===== src/gppc_port_cfg.svh =====
// constants of the pin port: offsets, fields, defaults and timing
`ifndef GPPC_PORT_CFG_SVH
`define GPPC_PORT_CFG_SVH

// ==========================================
// timing
`define GPPC_CLK_HZ 40000000
`define GPPC_PWM_HZ 100
`define GPPC_PWM_STEPS 100
`define GPPC_SAMPLE_HZ 32
`define GPPC_STEP_CYC (`GPPC_CLK_HZ / (`GPPC_PWM_HZ * `GPPC_PWM_STEPS))
`define GPPC_SAMPLE_CYC (`GPPC_CLK_HZ / `GPPC_SAMPLE_HZ)

// ==========================================
// pins
`define GPPC_NPIN 5
`define GPPC_NPIN_B 8'h05

// ==========================================
// register offsets (byte addresses)
`define GPPC_OFS_PARAM 8'h00
`define GPPC_OFS_CMD 8'h04
`define GPPC_OFS_RESP 8'h08
`define GPPC_OFS_PIN0 8'h10

// ==========================================
// packet codes and limits
`define GPPC_CMD_GPIO 8'h22
`define GPPC_CMD_STORE 8'h04
`define GPPC_ACK_BIT 8'h40
`define GPPC_ERR_BITS 8'hc0
`define GPPC_LEN_VAL 8'h02
`define GPPC_LEN_FULL 8'h03
`define GPPC_LEN_NONE 8'h00
`define GPPC_VAL_HIGH 8'h64
`define GPPC_FM_MAX 8'h0f

// ==========================================
// field positions
`define GPPC_ST_LEVEL 0
`define GPPC_ST_FALL 1
`define GPPC_ST_RISE 2
`define GPPC_RESP_ERR 16
`define GPPC_FM_FUNC 3

// ==========================================
// factory defaults, pin 4 in the top byte
`define GPPC_DEF_VAL 40'h64_00_00_00_00
`define GPPC_DEF_FM 40'h07_02_02_03_02

`endif


===== src/gppc_pkg.sv =====
// types shared by the pin port modules
package gppc_pkg;

  // ==========================================
  // drive modes of the three-bit drive_mode_field
  typedef enum logic [2:0] {
    GPPC_M_UP_PD = 3'b000,
    GPPC_M_PUSH_FAST = 3'b001,
    GPPC_M_HIZ = 3'b010,
    GPPC_M_PU_DN = 3'b011,
    GPPC_M_UP_HIZ = 3'b100,
    GPPC_M_PUSH_SLOW = 3'b101,
    GPPC_M_RSVD = 3'b110,
    GPPC_M_OPEN_DRAIN = 3'b111
  } gppc_mode_t;

  // per-pin pad control: {out, oe_n, pull_up, pull_dn, slow}
  typedef logic [4:0] gppc_pad_t;

endpackage


===== src/gppc_pwm.sv =====
// shared 100 Hz pwm timebase and per-pin duty compare
`timescale 1ns/100ps
`include "gppc_port_cfg.svh"

module gppc_pwm (
  input wire logic core_clk,
  input wire logic rst,
  input wire logic [39:0] duty,
  output logic [4:0] pwm_level
);

  localparam logic [11:0] STEP_LAST = 12'(`GPPC_STEP_CYC - 1);
  localparam logic [6:0] PHASE_LAST = 7'(`GPPC_PWM_STEPS - 1);

  logic [11:0] step_r;
  logic [6:0] phase_r;
  wire step_tick = (step_r == STEP_LAST);

  // ==========================================
  // timebase: 100 phases of one percent each
  always_ff @(posedge core_clk or posedge rst) begin
    if (rst) begin
      step_r <= 12'h000;
      phase_r <= 7'h00;
    end else begin
      step_r <= step_tick ? 12'h000 : step_r + 12'h001;
      if (step_tick) begin
        phase_r <= (phase_r == PHASE_LAST) ? 7'h00 : phase_r + 7'h01;
      end
    end
  end

  // ==========================================
  // 0 stays low, 100 stays high, else duty percent
  genvar i;
  generate
    for (i = 0; i < `GPPC_NPIN; i++) begin : g_duty
      always_ff @(posedge core_clk or posedge rst) begin
        if (rst) begin
          pwm_level[i] <= 1'b0;
        end else begin
          pwm_level[i] <= ({1'b0, phase_r} < duty[8*i +: 8]); // RL2
        end
      end
    end
  endgenerate

endmodule


===== src/gppc_sampler.sv =====
// 32 Hz input sampler with sticky rising and falling edge flags
`timescale 1ns/100ps
`include "gppc_port_cfg.svh"

module gppc_sampler #(
  parameter int unsigned SAMPLE_CYC = `GPPC_SAMPLE_CYC
) (
  input wire logic core_clk,
  input wire logic rst,
  input wire logic [4:0] pin_in,
  input wire logic [4:0] clr_edge,
  output logic [4:0] level,
  output logic [4:0] rise,
  output logic [4:0] fall
);

  localparam int CW = $clog2(SAMPLE_CYC + 1);
  localparam logic [CW-1:0] DIV_LAST = CW'(SAMPLE_CYC - 1);

  logic [4:0] meta_r;
  logic [4:0] sync_r;
  logic [CW-1:0] div_r;
  logic primed_r;
  wire sample_tick = (div_r == DIV_LAST);

  // ==========================================
  // pins are asynchronous: two flops first
  always_ff @(posedge core_clk or posedge rst) begin
    if (rst) begin
      meta_r <= 5'h00;
      sync_r <= 5'h00;
      div_r <= '0;
      primed_r <= 1'b0;
    end else begin
      meta_r <= pin_in;
      sync_r <= meta_r;
      div_r <= sample_tick ? '0 : div_r + CW'(1); // RL3
      // first sample only loads the level: a pin idling high shows no false rise
      if (sample_tick) begin
        primed_r <= 1'b1;
      end
    end
  end

  // ==========================================
  // only the slow samples are compared, so bounce between them is unseen
  genvar i;
  generate
    for (i = 0; i < `GPPC_NPIN; i++) begin : g_pin
      wire up_seen = sample_tick && primed_r && sync_r[i] && !level[i];
      wire dn_seen = sample_tick && primed_r && !sync_r[i] && level[i];
      always_ff @(posedge core_clk or posedge rst) begin
        if (rst) begin
          level[i] <= 1'b0;
          rise[i] <= 1'b0;
          fall[i] <= 1'b0;
        end else begin
          if (sample_tick) begin
            level[i] <= sync_r[i]; // RL5
          end
          // a new edge beats a clear in the same cycle
          rise[i] <= up_seen | (rise[i] & ~clr_edge[i]); // RL4
          fall[i] <= dn_seen | (fall[i] & ~clr_edge[i]); // RL4
        end
      end
    end
  endgenerate

endmodule


===== src/gppc_port.sv =====
// five-pin port with level/pwm outputs, drive modes and edge-latched inputs
//
// The register addresses and the strobed register port were decided locally.
`timescale 1ns/100ps
`include "gppc_port_cfg.svh"

// How it works
// RL1: five pins, each shared with a default alternate function.
// RL2: output is steady high, steady low, or 100 Hz pwm.
// RL3: every pin is sampled as input at 32 Hz regardless of output use.
// RL4: rising and falling edges of samples latch until the host reads.
// RL5: level comes from periodic samples, so it is debounced; short pulses lost.
// RL6: command 0x22 carries two bytes for value, three for full setup.
// RL7: first byte picks pin 0 to 4; other indices do nothing; the code refuses them with an error reply.
// RL8: value 0 low, 1-99 pwm percent, 100 high, rest invalid.
// RL9: third byte holds drive mode low, function bit above; max 15.
// RL10: modes 000, 001, 010 drive as tabled: pull-down, push-pull, hi-z.
// RL11: modes 011, 100, 101: pull-up/low, slow high/float, slow push-pull.
// RL12: mode 111 floats high and drives low slowly: open drain.
// RL13: reserved mode 110 is refused with an error reply.
// RL14: function 0 gives the pin to its alternate; 1 to the host value.
// RL15: a good command is acknowledged with type 0x62, no payload; the code acknowledges a store command with 0x44.
// RL16: reset values let the power-control and sensor-bus functions work.
// RL17: store command saves pin setup to boot state, restored after reset.
// RL18: pull-up with switch to ground reads 1 open, 0 closed.
// RL19: status reports sampled level, falling flag and rising flag.
// RL20: reading a pin status clears its edge flags.
// RL21: pwm high phases use the mode's high drive, low phases its low drive.
// RL22: a value-only command keeps function and drive mode.

module gppc_port #(
  parameter int unsigned SAMPLE_CYC = `GPPC_SAMPLE_CYC
) (
  input wire logic core_clk,
  input wire logic rst,
  input wire logic pwr_on_rst,
  input wire logic [7:0] bus_addr,
  input wire logic [31:0] bus_wdata,
  input wire logic bus_wr,
  input wire logic bus_rd,
  output logic [31:0] bus_rdata,
  input wire logic [4:0] pin_in,
  input wire logic [4:0] alt_level,
  output logic [4:0] pin_out,
  output logic [4:0] pin_oe_n,
  output logic [4:0] pin_pull_up,
  output logic [4:0] pin_pull_dn,
  output logic [4:0] pin_slow,
  output logic [4:0] pin_level,
  output logic [4:0] pin_user
);

  localparam int NPIN = `GPPC_NPIN;
  localparam logic [39:0] DEF_VAL = `GPPC_DEF_VAL;
  localparam logic [39:0] DEF_FM = `GPPC_DEF_FM;

  // ==========================================
  // pad drive per mode and level
  function automatic gppc_pkg::gppc_pad_t pad_of(input logic [2:0] mode, input logic lvl);
    gppc_pkg::gppc_pad_t p;
    p = 5'b01000;
    case (gppc_pkg::gppc_mode_t'(mode))
      gppc_pkg::GPPC_M_UP_PD: p = lvl ? 5'b10000 : 5'b01010;
      gppc_pkg::GPPC_M_PUSH_FAST: p = {lvl, 4'b0000};
      gppc_pkg::GPPC_M_HIZ: p = 5'b01000;
      gppc_pkg::GPPC_M_PU_DN: p = lvl ? 5'b01100 : 5'b00000;
      gppc_pkg::GPPC_M_UP_HIZ: p = lvl ? 5'b10001 : 5'b01000;
      gppc_pkg::GPPC_M_PUSH_SLOW: p = {lvl, 4'b0001};
      gppc_pkg::GPPC_M_OPEN_DRAIN: p = lvl ? 5'b01000 : 5'b00001;
      default: p = 5'b01000;
    endcase
    return p;
  endfunction

  // ==========================================
  // state
  logic [31:0] param_r;
  logic [16:0] resp_r;
  logic restore_r;
  logic [7:0] val_r [NPIN];
  logic [3:0] fm_r [NPIN];
  logic [7:0] boot_val_r [NPIN];
  logic [3:0] boot_fm_r [NPIN];
  logic [39:0] duty;
  logic [4:0] pwm_level;
  logic [4:0] edge_rise;
  logic [4:0] edge_fall;
  logic [4:0] rd_pin_hit;
  logic [31:0] pin_word [NPIN];

  // ==========================================
  // command decode, acted on in the cycle of the write to the command register
  wire cmd_wr = bus_wr && (bus_addr == `GPPC_OFS_CMD);
  wire [7:0] cmd_type = bus_wdata[7:0];
  wire [7:0] cmd_len = bus_wdata[15:8];
  wire [7:0] arg_idx = param_r[7:0];
  wire [7:0] arg_val = param_r[15:8];
  wire [7:0] arg_fm = param_r[23:16];
  wire len_full = (cmd_len == `GPPC_LEN_FULL);
  wire len_ok = (cmd_len == `GPPC_LEN_VAL) || len_full; // RL6
  wire idx_ok = (arg_idx < `GPPC_NPIN_B); // RL7
  wire val_ok = (arg_val <= `GPPC_VAL_HIGH); // RL8
  wire fm_ok = !len_full ||
               ((arg_fm <= `GPPC_FM_MAX) && (arg_fm[2:0] != gppc_pkg::GPPC_M_RSVD)); // RL9 RL13
  wire gpio_ok = (cmd_type == `GPPC_CMD_GPIO) && len_ok && idx_ok && val_ok && fm_ok;
  wire store_ok = (cmd_type == `GPPC_CMD_STORE) && (cmd_len == `GPPC_LEN_NONE);
  wire cmd_good = gpio_ok || store_ok;
  wire apply = cmd_wr && gpio_ok && !restore_r;
  wire store = cmd_wr && store_ok && !restore_r; // RL17
  wire [7:0] reply_type = cmd_type | (cmd_good ? `GPPC_ACK_BIT : `GPPC_ERR_BITS); // RL15

  // ==========================================
  // software-facing registers
  always_ff @(posedge core_clk or posedge rst) begin
    if (rst) begin
      param_r <= 32'h0000_0000;
      resp_r <= 17'h0_0000;
      restore_r <= 1'b1;
    end else begin
      restore_r <= 1'b0;
      if (bus_wr && (bus_addr == `GPPC_OFS_PARAM)) begin
        param_r <= bus_wdata;
      end
      if (cmd_wr) begin
        resp_r <= {!cmd_good, `GPPC_LEN_NONE, reply_type}; // RL13 RL15
      end
    end
  end

  // ==========================================
  // per-pin configuration, boot store and pad drive
  genvar i;
  generate
    for (i = 0; i < NPIN; i++) begin : g_pin
      wire sel = (arg_idx == 8'(i));
      wire user = fm_r[i][`GPPC_FM_FUNC];
      // alternate functions keep the pad when the function bit is clear
      wire drive_lvl = user ? pwm_level[i] : alt_level[i]; // RL14 RL1
      wire [4:0] pad = pad_of(fm_r[i][2:0], drive_lvl); // RL10 RL11 RL12 RL21

      always_ff @(posedge core_clk or posedge rst) begin
        if (rst) begin
          val_r[i] <= DEF_VAL[8*i +: 8]; // RL16
          fm_r[i] <= DEF_FM[8*i +: 4]; // RL16
        end else if (restore_r) begin
          val_r[i] <= boot_val_r[i]; // RL17
          fm_r[i] <= boot_fm_r[i]; // RL17
        end else if (apply && sel) begin
          val_r[i] <= arg_val;
          if (len_full) begin
            fm_r[i] <= arg_fm[3:0]; // RL22
          end
        end
      end

      // boot store models the nonvolatile copy: only power-on reloads its factory defaults
      always_ff @(posedge core_clk or posedge pwr_on_rst) begin
        if (pwr_on_rst) begin
          boot_val_r[i] <= DEF_VAL[8*i +: 8];
          boot_fm_r[i] <= DEF_FM[8*i +: 4];
        end else if (store) begin
          boot_val_r[i] <= val_r[i]; // RL17
          boot_fm_r[i] <= fm_r[i]; // RL17
        end
      end

      always_ff @(posedge core_clk or posedge rst) begin
        if (rst) begin
          pin_out[i] <= 1'b0;
          pin_oe_n[i] <= 1'b1;
          pin_pull_up[i] <= 1'b0;
          pin_pull_dn[i] <= 1'b0;
          pin_slow[i] <= 1'b0;
          pin_user[i] <= 1'b0;
        end else begin
          pin_out[i] <= pad[4];
          pin_oe_n[i] <= pad[3];
          pin_pull_up[i] <= pad[2];
          pin_pull_dn[i] <= pad[1];
          pin_slow[i] <= pad[0];
          pin_user[i] <= user;
        end
      end

      assign duty[8*i +: 8] = val_r[i];
      assign rd_pin_hit[i] = bus_rd && (bus_addr == (`GPPC_OFS_PIN0 + 8'(4 * i)));
      assign pin_word[i] = {8'h00, 4'h0, fm_r[i], val_r[i],
                            5'h00, edge_rise[i], edge_fall[i], pin_level[i]}; // RL19
    end
  endgenerate

  // ==========================================
  // submodules
  gppc_pwm u_pwm (
    .core_clk(core_clk),
    .rst(rst),
    .duty(duty),
    .pwm_level(pwm_level)
  );

  gppc_sampler #(
    .SAMPLE_CYC(SAMPLE_CYC)
  ) u_sampler (
    .core_clk(core_clk),
    .rst(rst),
    .pin_in(pin_in),
    .clr_edge(rd_pin_hit), // RL20
    .level(pin_level),
    .rise(edge_rise),
    .fall(edge_fall)
  );

  // ==========================================
  // read mux; unmapped and write-only offsets read zero
  wire [2:0] pin_sel = bus_addr[4:2] - 3'h4;
  wire pin_space = (bus_addr >= `GPPC_OFS_PIN0) &&
                   (bus_addr < (`GPPC_OFS_PIN0 + 8'(4 * NPIN))) && (bus_addr[1:0] == 2'b00);
  wire [31:0] rd_mux = (bus_addr == `GPPC_OFS_PARAM) ? param_r :
                       (bus_addr == `GPPC_OFS_RESP) ? {15'h0000, resp_r} :
                       pin_space ? pin_word[pin_sel] : 32'h0000_0000;

  always_ff @(posedge core_clk or posedge rst) begin
    if (rst) begin
      bus_rdata <= 32'h0000_0000;
    end else if (bus_rd) begin
      bus_rdata <= rd_mux; // RL19
    end
  end

endmodule


===== config.mk =====
export PLATFORM = sky130hd
export DESIGN_NAME = gppc_port
export DESIGN_NICKNAME = d
export VERILOG_FILES = /design/src/gppc_pkg.sv /design/src/gppc_pwm.sv /design/src/gppc_sampler.sv /design/src/gppc_port.sv
export VERILOG_INCLUDE_DIRS = /design/src
export SDC_FILE = /design/constraint.sdc
export NUM_CORES = 1
export LEC_CHECK = 0
export ABC_AREA = 1
export BUFFER_PORTS_ARGS = -buffer_cell sky130_fd_sc_hd__buf_4
export CAP_MARGIN = 10
export CORE_UTILIZATION = 40
export DETAILED_ROUTE_END_ITERATION = 10
export PLACE_DENSITY_LB_ADDON = 0.12
export SYNTH_ARGS = -nofsm -noshare
export SYNTH_HDL_FRONTEND = slang
export SYNTH_HIERARCHICAL = 1
export SYNTH_SLANG_ARGS = --single-unit

===== constraint.sdc =====
create_clock -name core_clk -period 5.08 [get_ports core_clk]
set_input_delay 0.254 -clock core_clk [delete_from_list [all_inputs] [get_ports core_clk]]
set_output_delay 0.254 -clock core_clk [all_outputs]
set_load 0.05 [all_outputs]

==> results of run 1 <==
[cell type report]
cell class | instances | area (sq um) | share of cell area
Clock buffer | 57 | 1080 | 0.06325
Clock inverter | 6 | 95.09 | 0.005570
Inverter | 209 | 790.8 | 0.04632
Multi-Input combinational cell | 1158 | 5897 | 0.3454
Sequential cell | 295 | 7417 | 0.4344
Tap cell | 461 | 576.8 | 0.03379
Timing Repair Buffer | 154 | 1216 | 0.07124
[synthesized netlist by cell type, types with 8 or more instances]
master | count | area [sq um]
nand2_1 | 519 | 1948
inv_1 | 202 | 758.2
nand3b_1 | 8 | 60.06
nor4_1 | 13 | 81.33
o2111ai_1 | 15 | 131.4
nand2_2 | 20 | 125.1
nand4_1 | 25 | 156.4
xor2_1 | 13 | 113.9
nor2_2 | 10 | 62.56
buf_2 | 15 | 75.07
mux2_2 | 16 | 180.2
ha_1 | 33 | 412.9
nor3_1 | 9 | 45.04
dfstp_2 | 28 | 735.7
nand3_1 | 76 | 380.4
nor2_1 | 125 | 469.2
clkbuf_1 | 30 | 112.6
a21oi_1 | 58 | 290.3
or2_2 | 10 | 62.56
dfrtp_1 | 267 | 6681
o21ai_1 | 27 | 135.1
o21ai_0 | 101 | 505.5
buf_6 | 14 | 157.7
o21ai_2 | 45 | 394.1
nor2_4 | 9 | 101.4
[power by group]
| group | leakage [nW] | switching (mW) | internal [mW] |
|---|---|---|---|
| clock network | 0.576 | 0.985 | 1.56 |
| logic | 3.82 | 0.326 | 0.141 |
| registers | 3.82 | 0.0518 | 2.43 |
[per-stage QoR]
stage	hold slack [ns]	instance area [sq um]
after floorplan	0.2686	14480
after global placement	0.3315	15660
after detailed placement	0.3347	15660
after CTS	0.005086	17070
after global routing	0.02409	17070
final	-0.0003464	17070
[path summary, 6_finish.rpt]
| kind | slack (ns) | end | startpoint | cells past startpoint |
|---|---|---|---|---|
| max | 2.43 | boot_fm_r[6]$_DFFE_PP0P_ | bus_wdata[10] | 9 |
| min | -0.0003 | boot_fm_r[16]$_DFFE_PP0P_ | pwr_on_rst | 3 |
| max reg2reg | 2.62 | boot_fm_r[6]$_DFFE_PP0P_ | restore_r$_DFF_PP1_ | 5 |
| min reg2reg | 0.35 | u_sampler/sync_r[3]$_DFF_PP0_ | u_sampler/meta_r[3]$_DFF_PP0_ | 0 |
| max in group asynchronous | 3.51 | duty[26]$_DFFE_PP0P_ | rst | 4 |
| min in group core_clk | 0.02 | param_r[12]$_DFFE_PP0P_ | bus_wdata[12] | 3 |
[kinds of logic after synthesis]
logic type / Yosys count / share of synthesized area
simple gates: 830 / 0.2467
flops: 295 / 0.5121
buf+inv: 275 / 0.08147
compound gates: 261 / 0.1082
fa+ha+maj: 33 / 0.02851
mux: 17 / 0.01313
xor+xnor: 16 / 0.009676
other cells: 1 / 0.0002589
[flip-flops by register name, indices dropped and copies added, names as in the netlist, 7 cells and up]
signal,count
boot_val_r,40
duty,40
bus_rdata,32
param_r,32
u_sampler/div_r,21
boot_fm_r,20
fm_r,20
u_pwm/step_r,12
resp_r,9
u_pwm/phase_r,7
[per-layer routing]
layer  routed length (microns)  vias up  track usage
li1                          -     5783            -
met1                     18080     5550       0.3030
met2                     16650      221       0.3228
met3                      1369       49      0.02691
met4                       681        0      0.04936
met5                         0        -            0
[worst max-delay path, delay by kind of cell]
family / cells / cell delay (ns)
and+or+nand+nor: 5 / 1.42
buffers and inverters: 3 / 1.29
AOI/OAI and AO/OA: 1 / 0.05
==> flow_summary.yaml, run 1 <==
floorplan:
  coreArea_sq_mm: 0.03557
  chipWidth_microns: 192.3
  placement_rows: 69
  start_util: 0.4072
  die-area_sq_mm: 0.03697
  ios: 122
  die_h_microns: 192.3
global_routing:
  grt_pass1_vias: 11244
  grt_pass1_wl_microns: 60290
  grt_max_degree: 74
  antenna_found_initial: 0
  overflow: 0
  grt_usage: 0.2067
final_layout:
  fin_cells: 2340
  layout_commonest_cell: "nand2_1"
  utilization: 0.4800
  nets: 1941
  area_growth_pct: 17.88
  final_cell_mix: "nand2_1, dfrtp_1, inv_1, buf_4, nor2_1"
  fill_cells: 3504
  diodes: 0
  drive_gt1_frac: 0.1794
sta:
  fmax_mhz: 377.5
  drv_slew: 0
  worstMarginPinSlew_ns: 1.135
  max-slew-margin-rel: 0.2423
  setup_viol: 0
  finalClockSkew_ns: 0.02883
  tns_ns: 0
  rsz0062_at_grt: "false"
  whs_ns: -0.0003464
  finalHoldViolCount: 1
  worst_slack_ns: 2.431
  min_period_over_period: 0.5214
  final.min_clock_period_ns: 2.649
routing:
  ant_nets: 0
  route.detailed.drc: 0
  vias_per_cell: 4.959
  drtIter0Drc: 596
  vias: 11603
  drt-total-wl_microns: 36780
  drtPass1Iterations: 5
  routedWlPerCell_microns: 15.72
synthesis:
  synth_flop_cell: "dfrtp_1"
  synth_cells: 1728
  synthArstFlopShare: 1.000
  avgSynthCellArea_sq_um: 8.381
  synth-seq-area-share: 0.5121
  syn_nets: 1816
  synth_edf_count: 0
  synth_area_sq_mm: 0.01448
  yosysWarnings: 6
  synth.distinct_cells: 42
  synth_seq_cells: 295
worst_setup_path:
  max_stage_delay_ns: 0.84
  crit_path_top_delay_cell: "nand4_4"
  crit_fanout: 58
  endpoint_kind: "flip-flop"
  crit_arrival_ns: 3.04
  crit_chain: "dlygate4sd3_1, buf_4, nor2_1, nand3_1, nor2_1, nand4_4, buf_4, nand2_1, o21ai_2"
  crit_path_start_kind: "input pin"
  crit_required_ns: 5.47
  crit_type: "input pin to flip-flop"
power_and_ir_drop:
  power.density_mw_per_mm2: 321.3
  finalPower_mw: 5.486
  leakagePower_nw: 8.215
  peakVddDrop_v: 0.0002028
placement:
  io_buffers: 121
  dp_hpwl_microns: 25560
  gp_congestion: 0.8181
  dp_cells: 2253
  dp_slack_ns: 2.006
clock_network:
  cts_buffers: 35
  htree_num_levels: 2
  postCtsSetupBuffers: 0
  insertion_delay_ns: 0.52
  clock_path_buffers: 3
  cts_root_buf: "clkbuf_16"
  cts_tree: "done"
  clk_pin_slew_ns: 0.06
  cts_resized: 0
  cts.sinks: 295
  ctsHoldBuffers: 24
outcome:
  violations: "hold timing"
  status: "finished, violations left"
job:
  drv_cap: 0
worst_hold_path:
  hold_path_class: "input pin to async pin"
Power figures use the tool's default switching activity.
==> run 2, diff against run 1 <==
--- a/config.mk
+++ b/config.mk
@@ -6,7 +6,7 @@
 export SDC_FILE = /design/constraint.sdc
 export NUM_CORES = 1
 export LEC_CHECK = 0
-export ABC_AREA = 1
+export ABC_AREA = 0
 export BUFFER_PORTS_ARGS = -buffer_cell sky130_fd_sc_hd__buf_4
 export CAP_MARGIN = 10
 export CORE_UTILIZATION = 40
==> constraint.sdc (replaced) <==
create_clock -name core_clk -period 2.25 [get_ports core_clk]
set_input_delay 0.1125 -clock core_clk [delete_from_list [all_inputs] [get_ports core_clk]]
set_output_delay 0.1125 -clock core_clk [all_outputs]
set_load 0.05 [all_outputs]
==> run 2 against run 1 <==
Net effect:
- the flow now finishes without violations
- via count fell by 5.6%
- utilization rose by 3.4 points
- design area rose by 4.9%
- flip-flop and latch count did not move
- critical endpoint is now boot_val_r[39]$_DFFE_PP0P_
- die area fell by 1.6%
==> flow_summary.yaml, run 2 <==
worst_setup_path:
  crit_type: "input pin to flip-flop"
  setup.worst_path.start: "bus_wdata[11]"
  r2r_cells: 6
  crit_fanout: 7
  crit_arrival_ns: 2.61
  reg2reg_from: "param_r[23]$_DFFE_PP0P_"
  crit_required_ns: 2.64
  crit_path_start_kind: "input pin"
  reg2reg_to: "fm_r[11]$_DFFE_PP0P_"
  endpoint_kind: "flip-flop"
  endpoint: "boot_val_r[39]$_DFFE_PP0P_"
  r2r_slack_ns: 0.14
floorplan:
  coreArea_sq_mm: 0.03480
  start_util: 0.4096
  ios: 122
  die-area_sq_mm: 0.03639
  die_h_microns: 190.8
  placement_rows: 68
  chipWidth_microns: 190.8
synthesis:
  synth_edf_count: 0
  synth_area_leaders: "dfrtp_1, mux2_2, dfstp_2"
  synthArstFlopShare: 1.000
  yosys.area.top_type: "dfrtp_1"
  syn_nets: 1387
  synth_cells: 1299
  avgSynthCellArea_sq_um: 10.97
  synth_seq_cells: 295
  yosysWarnings: 6
  synth.top_cells.by_count: "dfrtp_1, mux2_2, a21oi_1, o21ai_0, nor2b_1"
  synth_most_common_cell: "dfrtp_1"
  synth_area_sq_mm: 0.01425
  synth.distinct_cells: 70
  synth-seq-area-share: 0.5204
  synth_flop_cell: "dfrtp_1"
  synth_top_area_frac: 0.4688
final_layout:
  final_area_sq_mm: 0.01790
  drive_gt1_frac: 0.2895
  utilization: 0.5145
  layout_commonest_cell: "dfrtp_1"
  multi_input_area_sq_mm: 0.006270
  fill_cells: 3173
  register_area_sq_mm: 0.007417
  fin_cells: 1983
  nets: 1589
  final_cell_mix: "dfrtp_1, buf_4, mux2_2, a21oi_1, o21ai_0"
  area_growth_pct: 25.61
clock_network:
  cts.sinks: 295
  insertion_delay_ns: 0.52
  clock_path_buffers: 3
  htree_num_levels: 2
  clk_pin_slew_ns: 0.05
  cts_tree: "done"
  cts_root_buf: "clkbuf_16"
  cts_buffers: 35
power_and_ir_drop:
  peakVddDrop_v: 0.0006972
  p_sw_frac: 0.2501
  power.switching_mw: 3.179
  power.density_mw_per_mm2: 710.1
  clockPowerShare: 0.450
  leakagePower_nw: 8.220
  p_int_mw: 9.533
  seqPwrFrac: 0.449
  power_frac_comb: 0.101
sta:
  finalClockSkew_ns: 0.01363
  final.min_clock_period_ns: 2.216
  drv_slew: 0
  max-slew-margin-rel: 0.5418
  min_period_over_period: 0.9850
  worstMarginPinSlew_ns: 0.6863
  fmax_mhz: 451.2
  whs_ns: 0.04233
  finalHoldViolCount: 0
  setup_viol: 0
  tns_ns: 0
placement:
  gp_congestion: 0.8512
  dp_hpwl_microns: 27420
  dp_cells: 1867
  placed_cell_area_sq_mm: 0.01608
  io_buffers: 121
global_routing:
  grt_pass1_vias: 10974
  antenna_found_initial: 1
  overflow: 0
  grt_usage: 0.2264
  grt_pass1_wl_microns: 63780
  grt_max_degree: 80
routing:
  ant_nets: 0
  routedWlPerCell_microns: 20.54
  drt-total-wl_microns: 40730
  route.detailed.drc: 0
  drtPass1Iterations: 5
  vias: 10952
  drtIter0Drc: 805
  vias_per_cell: 5.523
worst_hold_path:
  hold_path_class: "input pin to flip-flop"
outcome:
  status: "finished, final reports clean"
job:
  drv_cap: 0
==> run 2: what timing repair did <==
item,in CTS,in global routing
gates resized for setup,0,11
buffers inserted,0,6
endpoints found under the setup margin,0,82
hold buffers,44,0
hold endpoints to repair,238,0
==> run 2: critical path, cell delays in order <==
cell and delay [ns]:
dlygate4sd3_1 0.58, or4_4 0.58, nor3_2 0.12, nand4_1 0.17, nor3_4 0.26, buf_4 0.17, clkbuf_16 0.15, buf_12 0.12
mux2_2 0.33
==> run 2: routing by layer <==
layer	vias up	share of wire	global-route usage	wire length (microns)
li1	5128	-	-	-
met1	5493	0.47	0.3241	19170
met2	275	0.46	0.3540	18610
met3	56	0.049	0.03460	2010
met4	0	0.023	0.06338	940
met5	-	0	0	0
==> run 2: logic make-up (layout without fill, tap and decap cells) <==
kind of cell,count (synthesis),in the layout,share of synthesized area
AND/OR/NAND/NOR,338,338,0.1426
AO/OA/AOI/OAI,328,328,0.1400
flip-flops,295,295,0.5204
buffers and inverters,140,368,0.04354
multiplexers,139,139,0.1089
adder cells (fa/ha/maj),33,33,0.02897
XOR/XNOR,25,25,0.01536
other,1,2,0.0002631
==> run 2: cell type report <==
type	instances	area share
antenna	1	0.0001398
clock buffer	53	0.05955
clock inverter	10	0.006080
inverter	67	0.01426
multi-input combinational	864	0.3502
sequential	295	0.4143
tap	455	0.03180
timing repair buffer	238	0.1236
==> run 2: worst min path at each step <==
stage | startpoint | end | cells after the start
5_1_grt | bus_rd | u_sampler/rise[1]$_DFF_PP0_ | 4
3_3_place_gp | rst | pin_user[4]$_DFF_PP0_ | 2
4_1_cts | bus_rd | u_sampler/rise[1]$_DFF_PP0_ | 4
3_5_place_dp | rst | pin_pull_up[4]$_DFF_PP0_ | 2
6_report | bus_rd | u_sampler/rise[1]$_DFF_PP0_ | 4
2_1_floorplan | rst | u_pwm/phase_r[0]$_DFFE_PP0N_ | 1
==> run 2: power groups by stage <==
| stage | Clock [mW] | Combinational (mW) | Sequential [mW] |
|---|---|---|---|
| floorplan | 0 | 0.548 | 5.96 |
| global placement | 0 | 1.22 | 5.79 |
| detailed placement | 0 | 1.23 | 5.79 |
| CTS | 5.87 | 1.30 | 5.70 |
| global route | 6.10 | 1.40 | 5.73 |
| finish | 5.72 | 1.29 | 5.70 |
==> run 2: stage by stage <==
| stage | setup slack, ns | power, mW |
|---|---|---|
| 2_1_floorplan | 0.06659 | 6.510 |
| 3_5_place_dp | 0.03549 | 7.027 |
| 3_3_place_gp | 0.04193 | 7.012 |
| 6_report | 0.03374 | 12.71 |
| 5_1_grt | -0.004767 | 13.23 |
| 4_1_cts | 0.01446 | 12.87 |
==> run 3, diff against run 2 <==
==> constraint.sdc (replaced) <==
create_clock -name core_clk -period 2.3 [get_ports core_clk]
set_input_delay 0.115 -clock core_clk [delete_from_list [all_inputs] [get_ports core_clk]]
set_output_delay 0.115 -clock core_clk [all_outputs]
set_load 0.05 [all_outputs]
==> run 3 against run 2 <==
Net effect:
- register-to-register slack gained 0.03 ns
- first-iteration DRC count fell by 9.4%
- count of clock-buffer cells in the layout grew 3
- worst setup slack gained 0.044 ns
- utilization down 0.53 points
- critical path type unchanged
- largest cell class unchanged
- highest routed layer unchanged
==> flow_summary.yaml, run 3 (synthesis gave the netlist of run 2 again) <==
global_routing:
  grt_pass1_vias: 10874
  antenna_found_initial: 0
  grt_pass1_wl_microns: 62480
  grt_usage: 0.2196
  grt_max_degree: 72
  overflow: 0
power_and_ir_drop:
  seqPwrFrac: 0.450
  peakVddDrop_v: 0.0005777
  clockPowerShare: 0.449
  power_frac_comb: 0.101
  p_sw_frac: 0.2540
  power.density_mw_per_mm2: 699.6
  leakagePower_nw: 8.143
  power.switching_mw: 3.149
  p_int_mw: 9.247
routing:
  drt-total-wl_microns: 39050
  routedWlPerCell_microns: 19.71
  vias_per_cell: 5.465
  drtIter0Drc: 729
  route.detailed.drc: 0
  drtPass1Iterations: 5
  ant_nets: 0
  vias: 10827
worst_setup_path:
  max_stage_delay_ns: 0.55
  reg2reg_from: "param_r[6]$_DFFE_PP0P_"
  critical_path.top_delay_family: "simple AND/OR/NAND/NOR gates"
  setup.worst_path.start: "bus_wdata[11]"
  crit_required_ns: 2.75
  crit_arrival_ns: 2.67
  crit_type: "input pin to flip-flop"
  endpoint_kind: "flip-flop"
  path_buf_inv: 4
  cpMostUsedCell: "buf_4"
  crit_path_start_kind: "input pin"
  crit_path_top_delay_cell: "or4_4"
  crit_fanout: 12
  crit_chain: "dlygate4sd3_1, buf_4, or4_4, buf_4, a211o_1, and4_1, buf_12, nor3b_1, a21o_1"
final_layout:
  layout_commonest_cell: "dfrtp_1"
  multi_input_area_sq_mm: 0.006236
  final_cell_mix: "dfrtp_1, buf_4, mux2_2, a21oi_1, o21ai_0"
  drive_gt1_frac: 0.2844
  fill_cells: 3164
  diodes: 0
  area_growth_pct: 24.31
  nets: 1587
  register_area_sq_mm: 0.007417
floorplan:
  chipWidth_microns: 190.8
  placement_rows: 68
  ios: 122
  die-area_sq_mm: 0.03639
  coreArea_sq_mm: 0.03480
  start_util: 0.4096
  die_h_microns: 190.8
placement:
  gp_congestion: 0.8414
  io_buffers: 121
  dp_hpwl_microns: 27170
clock_network:
  insertion_delay_ns: 0.52
  htree_num_levels: 2
  cts_root_buf: "clkbuf_16"
  cts_buffers: 36
  cts.sinks: 295
  cts_tree: "done"
  clock_path_buffers: 3
  clk_pin_slew_ns: 0.05
worst_hold_path:
  min_from: "bus_rd"
  hold_path_class: "input pin to flip-flop"
sta:
  whs_ns: 0.04729
  final.min_clock_period_ns: 2.222
  setup_viol: 0
  finalClockSkew_ns: 0.02205
  worstMarginPinSlew_ns: 0.7021
  finalHoldViolCount: 0
  max-slew-margin-rel: 0.5319
  tns_ns: 0
  rsz0062_at_grt: "false"
  min_period_over_period: 0.9661
  fmax_mhz: 450.1
  drv_slew: 0
outcome:
  status: "finished, final reports clean"
job:
  drv_cap: 0
## run 3: power by group through the flow
| stage | Clock, mW | Combinational (mW) | Sequential, mW |
|---|---|---|---|
| after floorplan | 0 | 0.536 | 5.83 |
| after global routing | 5.95 | 1.36 | 5.60 |
| after detailed placement | 0 | 1.20 | 5.67 |
| after CTS | 5.71 | 1.26 | 5.58 |
| final | 5.57 | 1.25 | 5.58 |
| after global placement | 0 | 1.18 | 5.67 |
## run 3: final timing paths
path | slack (ns) | cells past startpoint | to
setup / recovery | 0.08 | 9 | resp_r[7]$_DFFE_PP0N_
hold / removal | 0.05 | 2 | bus_rdata[7]$_DFFE_PP0P_
setup reg to reg | 0.17 | 6 | duty[14]$_DFFE_PP0P_
hold reg to reg | 0.35 | 0 | u_sampler/sync_r[3]$_DFF_PP0_
max in group asynchronous | 1.46 | 4 | pin_oe_n[1]$_DFF_PP1_
min in group asynchronous | 0.15 | 3 | duty[33]$_DFFE_PP0P_
## run 3: timing repair
| item | 4_1_cts | 5_1_grt |
|---|---|---|
| setup buffers | 0 | 2 |
| hold endpoints to repair | 305 | 0 |
| hold buffers | 44 | 0 |
| setup endpoints to repair | 0 | 78 |
| gates resized for setup | 0 | 4 |
## run 3: cell type report
type,instances,share of cell area
multi-input combinational,864,0.3520
clock buffer,56,0.06088
timing repair buffer,235,0.1169
clock inverter,9,0.005085
inverter,67,0.01441
tap,455,0.03213
sequential,295,0.4186
## run 3: stage by stage
stage	util	total power, mW	setup slack [ns]	std cells	cell area, sq um
floorplan	-	6.369	0.1141	1299	14260
global placement	0.4612	6.849	0.06582	1869	16050
detailed placement	0.4612	6.863	0.03949	1869	16050
CTS	0.5074	12.55	0.01836	1978	17660
global route	0.5091	12.90	0.01049	1981	17720
finish	0.5091	12.40	0.07803	1981	17720
## run 3: layer usage
layer	part of all wire	wire [microns]	track usage
met1	0.48	18670	0.3151
met2	0.46	17780	0.3428
met3	0.039	1524	0.02760
met4	0.027	1065	0.07138
met5	0	0	0
## run 3: worst reg2reg max path, stage by stage (launching register included)
cell	delay (ns)
dfrtp_1	0.41
nor4_2	0.37
and4b_1	0.32
and4_1	0.30
buf_4	0.28
a31oi_1	0.12
a21oi_1	0.23
